## config.mk

```make
export PLATFORM = sky130hd
export DESIGN_NAME = lsd_rx
export DESIGN_NICKNAME = d
export VERILOG_FILES = /design/src/pkg/lsd_pkg.sv /design/src/design/lsd_rx.sv
export SDC_FILE = /design/constraint.sdc
export NUM_CORES = 1
export LEC_CHECK = 0
export BUFFER_PORTS_ARGS = -buffer_cell sky130_fd_sc_hd__buf_2
export CAP_MARGIN = 20
export CORE_MARGIN = 2
export CORE_UTILIZATION = 60
export DETAILED_ROUTE_END_ITERATION = 7
export GPL_ROUTABILITY_DRIVEN = 0
export HOLD_SLACK_MARGIN = 0.03
export PLACE_DENSITY = 0.83
export SLEW_MARGIN = 20
export SYNTH_ARGS = -nofsm -noshare
export SYNTH_HDL_FRONTEND = slang
export SYNTH_SLANG_ARGS = --single-unit
```

## constraint.sdc

```tcl
create_clock -name clk_i -period 3.95 [get_ports clk_i]
set_clock_uncertainty 0.15 [all_clocks]
set_input_delay 1.185 -clock clk_i [delete_from_list [all_inputs] [get_ports clk_i]]
set_output_delay 1.185 -clock clk_i [all_outputs]
set_load 0.01 [all_outputs]
```

## src/pkg/lsd_pkg.sv

```systemverilog
// Constants shared by the soft serial receiver
// Behaviour
// - Lane zero fills lowest output slice upward
// - Lock output high while clock locked
// - Each channel word is deser_factor bits wide
// - Parallel clock out only in internal mode
// - One core clock input per channel
// - Global align input slips all channels
// - Align reset clears global alignment state
// - Per-channel align input slips one channel
// - Per-channel reset clears its realignment
// - Even factor ignores synchronization clock
// - Factor values six and nine rejected
// - Each rising align edge slips one bit
// - Offset wraps to zero after rollover pulses
// - Data reset clears receive logic, not lock
package lsd_pkg;
  // ----------------------------------------------------------------
  // Structure
  // ----------------------------------------------------------------
  localparam int unsigned NUM_CH = 4;
  localparam int unsigned DESER_FACTOR = 8;
  localparam int unsigned BITSLIP_ROLLOVER = 8;
  localparam int unsigned OFF_W = 4;
  localparam int unsigned SHREG_W = DESER_FACTOR + 10;
  localparam int unsigned BUS_W = NUM_CH * DESER_FACTOR;
  localparam int unsigned BITCNT_W = 4;
  localparam int unsigned FIFO_DEPTH = 32;
  localparam logic [OFF_W-1:0] OFF_RESET = 4'h0;
  localparam logic [OFF_W-1:0] ROLL_LAST = OFF_W'(BITSLIP_ROLLOVER - 1);
  localparam logic [BITCNT_W-1:0] BIT_LAST = BITCNT_W'(DESER_FACTOR - 1);
  localparam logic [BITCNT_W-1:0] BIT_HALF = BITCNT_W'(DESER_FACTOR / 2);
  localparam bit DF_ODD = (DESER_FACTOR % 2) == 1;
  localparam bit DF_LEGAL = (DESER_FACTOR != 6) && (DESER_FACTOR != 9);
  // ----------------------------------------------------------------
  // Timing
  // ----------------------------------------------------------------
  localparam int unsigned CLK_PERIOD_NS = 25;
  localparam int unsigned LOCK_TIMEOUT_NS = 1000;
  localparam int unsigned LOCK_TIMEOUT_CYC = LOCK_TIMEOUT_NS / CLK_PERIOD_NS;
  localparam int unsigned LOCK_EDGES = 16;
  localparam int unsigned LOCK_W = 6;
  localparam logic [LOCK_W-1:0] LOCK_TMO = LOCK_W'(LOCK_TIMEOUT_CYC);
  localparam logic [LOCK_W-1:0] LOCK_NEED = LOCK_W'(LOCK_EDGES);
endpackage

```

## src/design/lsd_rx.sv

```systemverilog
// Soft serial receiver with bitslip alignment and output FIFO

// ------------------------------------------------------------------
// Two-flop synchroniser
// ------------------------------------------------------------------
module lsd_sync #(
  parameter int unsigned WIDTH = 1
) (
  // Clock and reset
  input wire logic clk_i,
  input wire logic rstn_i,
  input wire logic en_i,
  // Data
  input wire logic [WIDTH-1:0] d_i,
  output logic [WIDTH-1:0] q_o
);
  logic [WIDTH-1:0] meta;

  always_ff @(posedge clk_i or negedge rstn_i) begin
    if (!rstn_i) begin
      meta <= '0;
      q_o <= '0;
    end else if (en_i) begin
      meta <= d_i;
      q_o <= meta;
    end
  end
endmodule

// ------------------------------------------------------------------
// Flip-flop FIFO
// ------------------------------------------------------------------
module lsd_fifo #(
  parameter int unsigned WIDTH = 8,
  parameter int unsigned DEPTH = 32
) (
  // Clock and reset
  input wire logic clk_i,
  input wire logic rstn_i,
  input wire logic en_i,
  input wire logic flush_i,
  // Fill side
  input wire logic in_valid_i,
  output logic in_ready_o,
  input wire logic [WIDTH-1:0] in_data_i,
  // Drain side
  output logic out_valid_o,
  input wire logic out_ready_i,
  output logic [WIDTH-1:0] out_data_o
);
  localparam int unsigned AW = $clog2(DEPTH);

  logic [WIDTH-1:0] mem [DEPTH];
  logic [AW:0] wr_ptr;
  logic [AW:0] rd_ptr;
  wire full = (wr_ptr[AW] != rd_ptr[AW]) &&
              (wr_ptr[AW-1:0] == rd_ptr[AW-1:0]);
  wire empty = wr_ptr == rd_ptr;
  wire do_wr = in_valid_i && !full;
  wire do_rd = out_ready_i && !empty;

  assign in_ready_o = !full;
  assign out_valid_o = !empty;
  assign out_data_o = mem[rd_ptr[AW-1:0]];

  always_ff @(posedge clk_i) begin
    if (en_i && do_wr) begin
      mem[wr_ptr[AW-1:0]] <= in_data_i;
    end
  end

  always_ff @(posedge clk_i or negedge rstn_i) begin
    if (!rstn_i) begin
      wr_ptr <= '0;
      rd_ptr <= '0;
    end else if (en_i) begin
      if (flush_i) begin
        wr_ptr <= '0;
        rd_ptr <= '0;
      end else begin
        if (do_wr) wr_ptr <= wr_ptr + 1'b1;
        if (do_rd) rd_ptr <= rd_ptr + 1'b1;
      end
    end
  end
endmodule

// ------------------------------------------------------------------
// Receiver top
// ------------------------------------------------------------------
module lsd_rx
  import lsd_pkg::*;
(
  // Clock, reset, enable
  input wire logic clk_i,
  input wire logic rstn_i,
  input wire logic en_i,
  // Configuration
  input wire logic ext_pll_i,
  // Link pins
  input wire logic link_clk_i,
  input wire logic sync_clk_i,
  input wire logic [NUM_CH-1:0] serial_i,
  input wire logic [NUM_CH-1:0] core_clk_i,
  // Resets
  input wire logic data_reset_i,
  input wire logic align_reset_i,
  input wire logic [NUM_CH-1:0] chan_align_reset_i,
  // Alignment
  input wire logic align_i,
  input wire logic [NUM_CH-1:0] chan_align_i,
  // Parallel stream
  output logic [BUS_W-1:0] rx_out_o,
  output logic rx_valid_o,
  input wire logic rx_ready_i,
  // Status
  output logic locked_o,
  output logic outclock_o,
  output logic overflow_o
);
  // ----------------------------------------------------------------
  // Factor check
  // ----------------------------------------------------------------
  if (!DF_LEGAL) begin : gen_bad_factor
    // Elaboration stops on a factor the receiver cannot build
    $error("deser_factor of six or nine cannot be built");
  end

  // ----------------------------------------------------------------
  // Input synchronisation
  // ----------------------------------------------------------------
  localparam int unsigned SYNC_W = 3 * NUM_CH + NUM_CH + 6;
  logic [SYNC_W-1:0] sync_q;
  lsd_sync #(.WIDTH(SYNC_W)) u_sync (
    .clk_i(clk_i),
    .rstn_i(rstn_i),
    .en_i(en_i),
    .d_i({link_clk_i, sync_clk_i, data_reset_i, align_reset_i, align_i,
          ext_pll_i, serial_i, core_clk_i, chan_align_reset_i,
          chan_align_i}),
    .q_o(sync_q)
  );

  wire s_link = sync_q[SYNC_W-1];
  wire s_sclk = sync_q[SYNC_W-2];
  wire s_dreset = sync_q[SYNC_W-3];
  wire s_areset = sync_q[SYNC_W-4];
  wire s_align = sync_q[SYNC_W-5];
  wire s_ext = sync_q[SYNC_W-6];
  wire [NUM_CH-1:0] s_ser = sync_q[4*NUM_CH-1 -: NUM_CH];
  wire [NUM_CH-1:0] s_core = sync_q[3*NUM_CH-1 -: NUM_CH];
  wire [NUM_CH-1:0] s_creset = sync_q[2*NUM_CH-1 -: NUM_CH];
  wire [NUM_CH-1:0] s_calign = sync_q[NUM_CH-1:0];

  // ----------------------------------------------------------------
  // Edge detection
  // ----------------------------------------------------------------
  logic link_d;
  logic sclk_d;
  logic align_d;
  logic [NUM_CH-1:0] core_d;
  logic [NUM_CH-1:0] calign_d;

  always_ff @(posedge clk_i or negedge rstn_i) begin
    if (!rstn_i) begin
      link_d <= 1'b0;
      sclk_d <= 1'b0;
      align_d <= 1'b0;
      core_d <= '0;
      calign_d <= '0;
    end else if (en_i) begin
      link_d <= s_link;
      sclk_d <= s_sclk;
      align_d <= s_align;
      core_d <= s_core;
      calign_d <= s_calign;
    end
  end

  wire link_rise = s_link && !link_d;
  wire sclk_rise = s_sclk && !sclk_d;
  // Global pulse only honoured when its own reset is idle
  wire glob_slip = s_align && !align_d && !s_areset;
  wire [NUM_CH-1:0] core_rise = s_core & ~core_d;
  wire [NUM_CH-1:0] chan_slip = s_calign & ~calign_d;

  // ----------------------------------------------------------------
  // Bit counter and internal parallel clock
  // ----------------------------------------------------------------
  logic [BITCNT_W-1:0] bitcnt;
  wire bit_wrap = link_rise && (bitcnt == BIT_LAST);
  // Odd factors frame the word on the sync clock instead
  wire int_strobe = DF_ODD ? sclk_rise : bit_wrap;

  always_ff @(posedge clk_i or negedge rstn_i) begin
    if (!rstn_i) begin
      bitcnt <= '0;
      outclock_o <= 1'b0;
    end else if (en_i) begin
      if (s_dreset) begin
        bitcnt <= '0;
      end else if (link_rise) begin
        bitcnt <= bit_wrap ? '0 : bitcnt + 1'b1;
      end
      // Absent in external mode: held low
      outclock_o <= !s_ext && (bitcnt < BIT_HALF);
    end
  end

  // ----------------------------------------------------------------
  // Per-channel shift, slip and hold
  // ----------------------------------------------------------------
  logic [SHREG_W-1:0] shreg [NUM_CH];
  logic [OFF_W-1:0] offset [NUM_CH];
  logic [DESER_FACTOR-1:0] hold [NUM_CH];
  logic [BUS_W-1:0] next_bus;
  logic [NUM_CH-1:0] strobe;

  for (genvar c = 0; c < NUM_CH; c++) begin : gen_ch
    wire [SHREG_W-1:0] next_sh = {shreg[c][SHREG_W-2:0], s_ser[c]};
    // Off a bit edge the pin is not part of the word yet
    wire [SHREG_W-1:0] cur_sh = link_rise ? next_sh : shreg[c];
    wire [DESER_FACTOR-1:0] word =
      cur_sh[offset[c] +: DESER_FACTOR];
    wire slip = glob_slip || chan_slip[c];
    wire [OFF_W-1:0] next_off =
      (offset[c] == ROLL_LAST) ? OFF_RESET : offset[c] + 1'b1;
    wire [DESER_FACTOR-1:0] next_hold = strobe[c] ? word : hold[c];

    assign strobe[c] = s_ext ? core_rise[c] : int_strobe;
    // Lane c lands in slice c of the bus
    assign next_bus[c*DESER_FACTOR +: DESER_FACTOR] =
      next_hold;

    always_ff @(posedge clk_i or negedge rstn_i) begin
      if (!rstn_i) begin
        shreg[c] <= '0;
        hold[c] <= '0;
      end else if (en_i) begin
        if (s_dreset) begin
          shreg[c] <= '0;
          hold[c] <= '0;
        end else begin
          if (link_rise) shreg[c] <= next_sh;
          hold[c] <= next_hold;
        end
      end
    end

    // Realignment state survives the data reset on purpose
    always_ff @(posedge clk_i or negedge rstn_i) begin
      if (!rstn_i) begin
        offset[c] <= OFF_RESET;
      end else if (en_i) begin
        if (s_creset[c] || s_areset) begin
          offset[c] <= OFF_RESET;
        end else if (slip) begin
          offset[c] <= next_off;
        end
      end
    end
  end

  // ----------------------------------------------------------------
  // Output FIFO
  // ----------------------------------------------------------------
  // Channel 0 frames the bus; a full FIFO drops the word
  wire push = strobe[0] && !s_dreset;
  wire fifo_ready;
  wire fifo_valid;
  wire [BUS_W-1:0] fifo_data;
  wire pop = fifo_valid && (!rx_valid_o || rx_ready_i);

  lsd_fifo #(.WIDTH(BUS_W), .DEPTH(FIFO_DEPTH)) u_fifo (
    .clk_i(clk_i),
    .rstn_i(rstn_i),
    .en_i(en_i),
    .flush_i(s_dreset),
    .in_valid_i(push),
    .in_ready_o(fifo_ready),
    .in_data_i(next_bus),
    .out_valid_o(fifo_valid),
    .out_ready_i(pop),
    .out_data_o(fifo_data)
  );

  always_ff @(posedge clk_i or negedge rstn_i) begin
    if (!rstn_i) begin
      rx_out_o <= '0;
      rx_valid_o <= 1'b0;
      overflow_o <= 1'b0;
    end else if (en_i) begin
      if (s_dreset) begin
        rx_valid_o <= 1'b0;
        overflow_o <= 1'b0;
      end else begin
        if (pop) begin
          rx_out_o <= fifo_data;
          rx_valid_o <= 1'b1;
        end else if (rx_ready_i) begin
          rx_valid_o <= 1'b0;
        end
        if (push && !fifo_ready) overflow_o <= 1'b1;
      end
    end
  end

  // ----------------------------------------------------------------
  // Lock detection
  // ----------------------------------------------------------------
  // Lock is judged from link clock activity; data reset leaves it alone
  logic [LOCK_W-1:0] idle_cnt;
  logic [LOCK_W-1:0] edge_cnt;

  always_ff @(posedge clk_i or negedge rstn_i) begin
    if (!rstn_i) begin
      idle_cnt <= '0;
      edge_cnt <= '0;
      locked_o <= 1'b0;
    end else if (en_i) begin
      if (link_rise) begin
        idle_cnt <= '0;
        if (edge_cnt != LOCK_NEED) edge_cnt <= edge_cnt + 1'b1;
      end else if (idle_cnt == LOCK_TMO) begin
        edge_cnt <= '0;
      end else begin
        idle_cnt <= idle_cnt + 1'b1;
      end
      locked_o <= (edge_cnt == LOCK_NEED) &&
                  (idle_cnt != LOCK_TMO);
    end
  end
endmodule

```

## Word level (Yosys, flattened, before mapping)

Memory sizes are Yosys's and may differ from the RTL's. A register that Yosys moved wholly into a read port is not among the register bits.
Index checks and enable logic that the tools add are counted.

- Logic and storage cells: 165
- Flip-flop bits (word level): 206
- Memories: 1
- RAM bits: 1,024

Memories:

| memory | depth | bits a word | rd ports | clocked after memory_dff | wr ports | RTL line | source |
|---|---|---|---|---|---|---|---|
| u_fifo.mem | 32 | 32 | 1 | 1 | 1 | lsd_rx.sv:53 | `logic [WIDTH-1:0] mem [DEPTH];` |

- Add/subtract/negate cells: 9
- $lt $le $gt $ge: 1
- Bitwise logic cells: 5
- Equality and inequality tests: 14
- Reductions and logical operators: 53
- Multiplexer cells: 51
- Shift-type cells: 4

Operator list:

| operator | count |
|---|---|
| $mux 18 | 8 |
| $shiftx 18x5->8 | 4 |
| $mux 8 | 8 |
| $mux 4 | 15 |
| $mux 6 | 9 |
| $add 6x1->6 const B | 4 |
| $add 4x1->4 const B | 5 |
| $eq 4x3->1 const B | 5 |
| $reduce_and 2->1 | 10 |
| $reduce_bool 2->1 | 9 |
| $logic_and 1x1->1 | 13 |
| $mux 1 | 11 |
| $logic_not 1->1 | 9 |
| $logic_or 1x1->1 | 9 |
| $and 4x4->4 | 2 |
| $not 4->4 | 2 |
| $eq 6x5->1 const B | 1 |
| $eq 6x6->1 | 1 |
| $eq 6x6->1 const B | 1 |
| $ne 6x5->1 const B | 1 |
| $ne 6x6->1 const B | 1 |
| $reduce_and 3->1 | 2 |
| $eq 5x5->1 | 1 |
| $lt 4x3->1 const B | 1 |
| other kinds (5) | 5 |

## Depth between registers and ports, before layout

- Depth after elaboration: 9
- Depth in mapped cells: 11
- Depth with buffers taken out: 8

## Cells and area by module

From an unflattened synthesis, not the netlist that was laid out.

- Cell total of the unflattened synthesis: 3,448
- Area, all modules: 53,402.5 um^2

By module, submodules not included:

| module | instances | area each (um^2) | cells each |
|---|---|---|---|
| lsd_fifo | 1 | 40,316.2 | 2,261 |
| lsd_rx | 1 | 11,248.3 | 1,094 |
| lsd_sync | 1 | 1,838.0 | 93 |

## Worst setup path after synthesis

OpenSTA, ideal clock, no wires.

- Path kind: input to register
- From: input en_i
- To: memory u_fifo.mem[28][0] (netlist bit), enable pin
- Stages: 4
- Required time: 3.379 ns
- Path buffers: 0
- Data arrival time: 3.424 ns
- Slack: -0.045 ns
- Cell sequence: nand2_1 > a311oi_4 > nand2_1 > nor2_1

- Longest elaborated chain between the ends: 3

Ends and longest elaborated chain:

| item | RTL line | source |
|---|---|---|
| start, declared | lsd_rx.sv:97 | `input wire logic en_i,` |
| $logic_and 1x1->1 | lsd_rx.sv:67 | `if (en_i && do_wr) begin` |
| $mux 1 | lsd_rx.sv:67 |  |
| $mux 1 (not written as such) | lsd_rx.sv:68 | `mem[wr_ptr[AW-1:0]] <= in_data_i;` |
| end, declared | lsd_rx.sv:53 |  |

No other way between the ends.

## Worst setup path after layout

- From: register link_d
- To: memory u_fifo.mem[9][31] (netlist bit) (data pin)

- Longest elaborated chain between the ends: 5
- Elaborated cells between the ends (all ways): 7
- Classes of those cells: shift: 1; mux: 3; reduce/logical: 3

Ends and longest elaborated chain:

| item | RTL line | source |
|---|---|---|
| start, declared | lsd_rx.sv:158 | `logic link_d;` |
| start signal, assigned | lsd_rx.sv:172 | `link_d <= s_link;` |
| $logic_not 1->1 (*) | lsd_rx.sv:180 | `wire link_rise = s_link && !link_d;` |
| $logic_and 1x1->1 (*) | lsd_rx.sv:180 |  |
| $mux 18 or $logic_and 1x1->1 (tied branches) | n/a |  |
| $shiftx 18x5->8 or $mux 1 (tied branches) | lsd_rx.sv:224, lsd_rx.sv:230 |  |
| $mux 8 (*) | lsd_rx.sv:228 | `wire [DESER_FACTOR-1:0] next_hold = strobe[c] ? word : hold[c];` |
| via gen_ch[3].next_hold[7] | lsd_rx.sv:228 |  |

Mark *: on every way through the listed nets, which the timed path passes. The rest lies on a longest branch.

==> results by group <==
Synth
  • Cell area after synthesis: 52,800 sq um
  • Simple-gate portion of the synthesized area: 4.48%
  • Post-Synth Adder-Cell Area: 0.332%
  • Main synth FF type: edfxtp_1
  • Post-synthesis mux area share: 16.7%
  • Cell count after synthesis: 3,082
  • Register area share after synthesis: 69.5%
  • Compound-gate portion of the synthesized area: 6.51%
  • Dominant combinational cell family by area after synthesis: multiplexers
  • YS warnings: 0
  • Post-synth net total: 3,122
  • Count of state elements after synthesis: 1,260
  • Share of flip-flops with an asynchronous set or reset: 18.7%
  • Synth Area in XOR/XNOR: 0.330%
  • Unique masters post-synth: 78
  • EDFF count, synth: 1,024
  • Synthesized area per cell: 17.1 sq um

Floorplanning
  • Placement Rows: 108
  • Die Ht: 301 microns
  • Die ar.: 90,300 sq um
  • Core ar.: 87,000 sq um
  • Ports: 62
  • Initial core utilization: 60.6%
  • Die Wd: 301 microns

Clock tree
  • Setup bufs post-CTS: 0
  • Max clock buf depth: 3
  • Post-CTS sizing: 0
  • Reg clk slew, reported paths: 0.06 ns
  • Clk sinks: 1,260
  • Inserted Clock Buffers: 118
  • H-tree depth reported by CTS: 3
  • CTS tree: yes
  • Worst-Skew Late Latency: 0.75 ns
  • Clk root buf: clkbuf_16
  • Hold_buf cts: 0

Run
  • Number of max-cap violations: 0

Timing
  • Endpoints failing hold: 0
  • Tmin final: 3.46 ns
  • Worst-Margin Slew: 1.06 ns
  • Max Slew Vio Count: 0
  • Setup violations, final: 0
  • RSZ-0062 raised after global routing: no
  • Slew headroom: 29.5%
  • Crit share post-route: 87.6%
  • F_max: 0.289 GHz

Worst setup path
  • Critical Path Sink Type: flip-flop
  • Crit Path Max Fanout: 32
  • Worst r2r dst: u_fifo.mem[9][31]
  • Critical path launch point type: flip-flop
  • Kind of critical path: reg -> reg
  • Worst setup path startpoint: link_d
  • Crit path DAT: 3.70 ns
  • Req. time, crit path: 4.19 ns
  • Worst reg2reg path depth: 6
  • R2R setup slack: 0.49 ns
  • Critical R2R Launch: link_d
  • Crit path capture: u_fifo.mem[9][31]

Pwr
  • Leakage: 20.2 nW
  • Pwr Total: 0.0359 W
  • PwrDens: 607 nW/um^2
  • VDD IR-drop max: 546 uV

GRT
  • Aggregate global routing overflow: 0
  • Initial antenna violation count: 6
  • Vias in the first global route: 32.3k
  • First-pass GRT wire length: 210 mm
  • GRT Resource Usage Total: 31.7%
  • Largest net degree at the start of global routing: 95

Layout
  • Layout cells sized above 1: 24.1%
  • Most common cell after layout, fill and taps aside: edfxtp_1
  • Multi-input gate area: 15,300 sq um
  • Final Util: 67.9%
  • Storage cell area: 36,700 sq um
  • Most frequent cells in the layout: edfxtp_1, mux4_2, mux2i_1, dfrtp_1, nand2_1
  • Layout Nets: 3,249
  • Fillers: 5,180
  • Area grow syn2layout: 12.0%
  • Fin cells: 4,464

Outcome
  • Run status: complete, no violations

Detailed routing
  • DR vias/cell: 7.17
  • ANT nets after route: 0
  • Drt pass-1 iters: 6
  • 1st-iter DRT viols: 4,962
  • Avg WL per Cell: 31.7 microns
  • Routed WL: 142 mm
  • Drc violations: 0
  • Via Count: 32.0k

Place
  • Placed cells: 4,244
  • Hpwl dp: 76.2 mm
  • Port bufs: 60

Hold path
  • Hold/Removal Path Class: reg -> reg
## registers in the layout, summed over array words and instances, names as in the netlist, 4 cells and up
name	count
calign_d	4
u_sync.meta	21
edge_cnt	6
shreg	4
u_sync.q_o	21
bitcnt	4
rx_out_o	32
idle_cnt	6
hold	32
u_fifo.wr_ptr	6
u_fifo.mem	1024
core_d	4
offset	16
u_fifo.rd_ptr	6
gen_ch.next_sh	68
## synthesized netlist by cell type (28+ instances only)
library cell  number  area (sq um)
mux4_2           240          5410
a22oi_1           54           405
mux2i_1          231          2310
nand3_1           28           140
a21oi_1           94           470
nand2b_1          34           213
nor3_1            52           260
clkbuf_1          83           312
a221oi_1          31           272
buf_4             30           225
o22ai_1           30           188
mux2_2            95          1070
edfxtp_1        1024         30700
nor2_1           135           507
nand2_1          181           679
buf_2             52           260
a22o_1            88           771
dfrtp_1          236          5910
o21ai_0           66           330
## stage by stage
step,area (sq um),setup WS [ns],TNS [ns],hold WS (ns)
after floorplan,52800,-0.0452,-39.28,0.299
after global placement,55200,0.356,0,0.315
after detailed placement,55200,0.305,0,0.323
after CTS,59100,0.488,0,0.337
after global routing,59100,0.314,0,0.364
final,59100,0.488,0,0.332
## how the worst min path moves through the flow
stage                               start        endpoint  slack (ns)  depth (start not counted)
after global placement       rx_out_o[19]    rx_out_o[19]        0.31                          2
after detailed placement     rx_out_o[10]    rx_out_o[10]        0.32                          2
after global routing            core_d[3]       core_d[3]        0.36                          1
after floorplan           u_sync.meta[19]  u_sync.q_o[19]        0.30                          2
after CTS                    rx_out_o[10]    rx_out_o[10]        0.34                          2
final                        rx_out_o[10]    rx_out_o[10]        0.33                          2
## power breakdown
group          internal [W]  switching (W)
registers            0.0159       0.000583
clock network       0.00643        0.00513
logic               0.00319        0.00468
## final cells by class
| cell class | count | area share (%) |
|---|---|---|
| Sequential cell | 1260 | 62.0 |
| Multi-Input combinational cell | 1601 | 25.9 |
| Clock buffer | 157 | 5.53 |
| Timing Repair Buffer | 203 | 2.83 |
| Tap cell | 1155 | 2.44 |
| Clock inverter | 62 | 1.14 |
| Inverter | 25 | 0.159 |
| Antenna cell | 1 | 0.00423 |
## per-layer routing
layer | vias up | GRT usage [%] | wire, microns
met2 | 2756 | 51.8 | 68700
met1 | 16000 | 40.7 | 47100
met5 | - | 0 | 11
met3 | 645 | 7.00 | 17200
li1 | 12600 | - | -
met4 | 2 | 15.9 | 8650
## worst max-delay path, stage by stage, from the launching register on
cell      delay, ns
dfrtp_1        0.52
nand2b_2       0.32
buf_4          0.32
mux2_2         0.41
mux4_2         0.46
o21ai_0        0.30
mux2_2         0.64
## logic make-up (layout without fill, tap and decap cells)
kind of cell	count (synthesis)	in the layout
buf+inv	221	447
other cells	0	1
mux	566	566
flops	1260	1260
simple gates	515	515
compound gates	487	487
fa+ha+maj	14	14
xor+xnor	19	19
No activity file was read; power rests on OpenSTA's default activity.
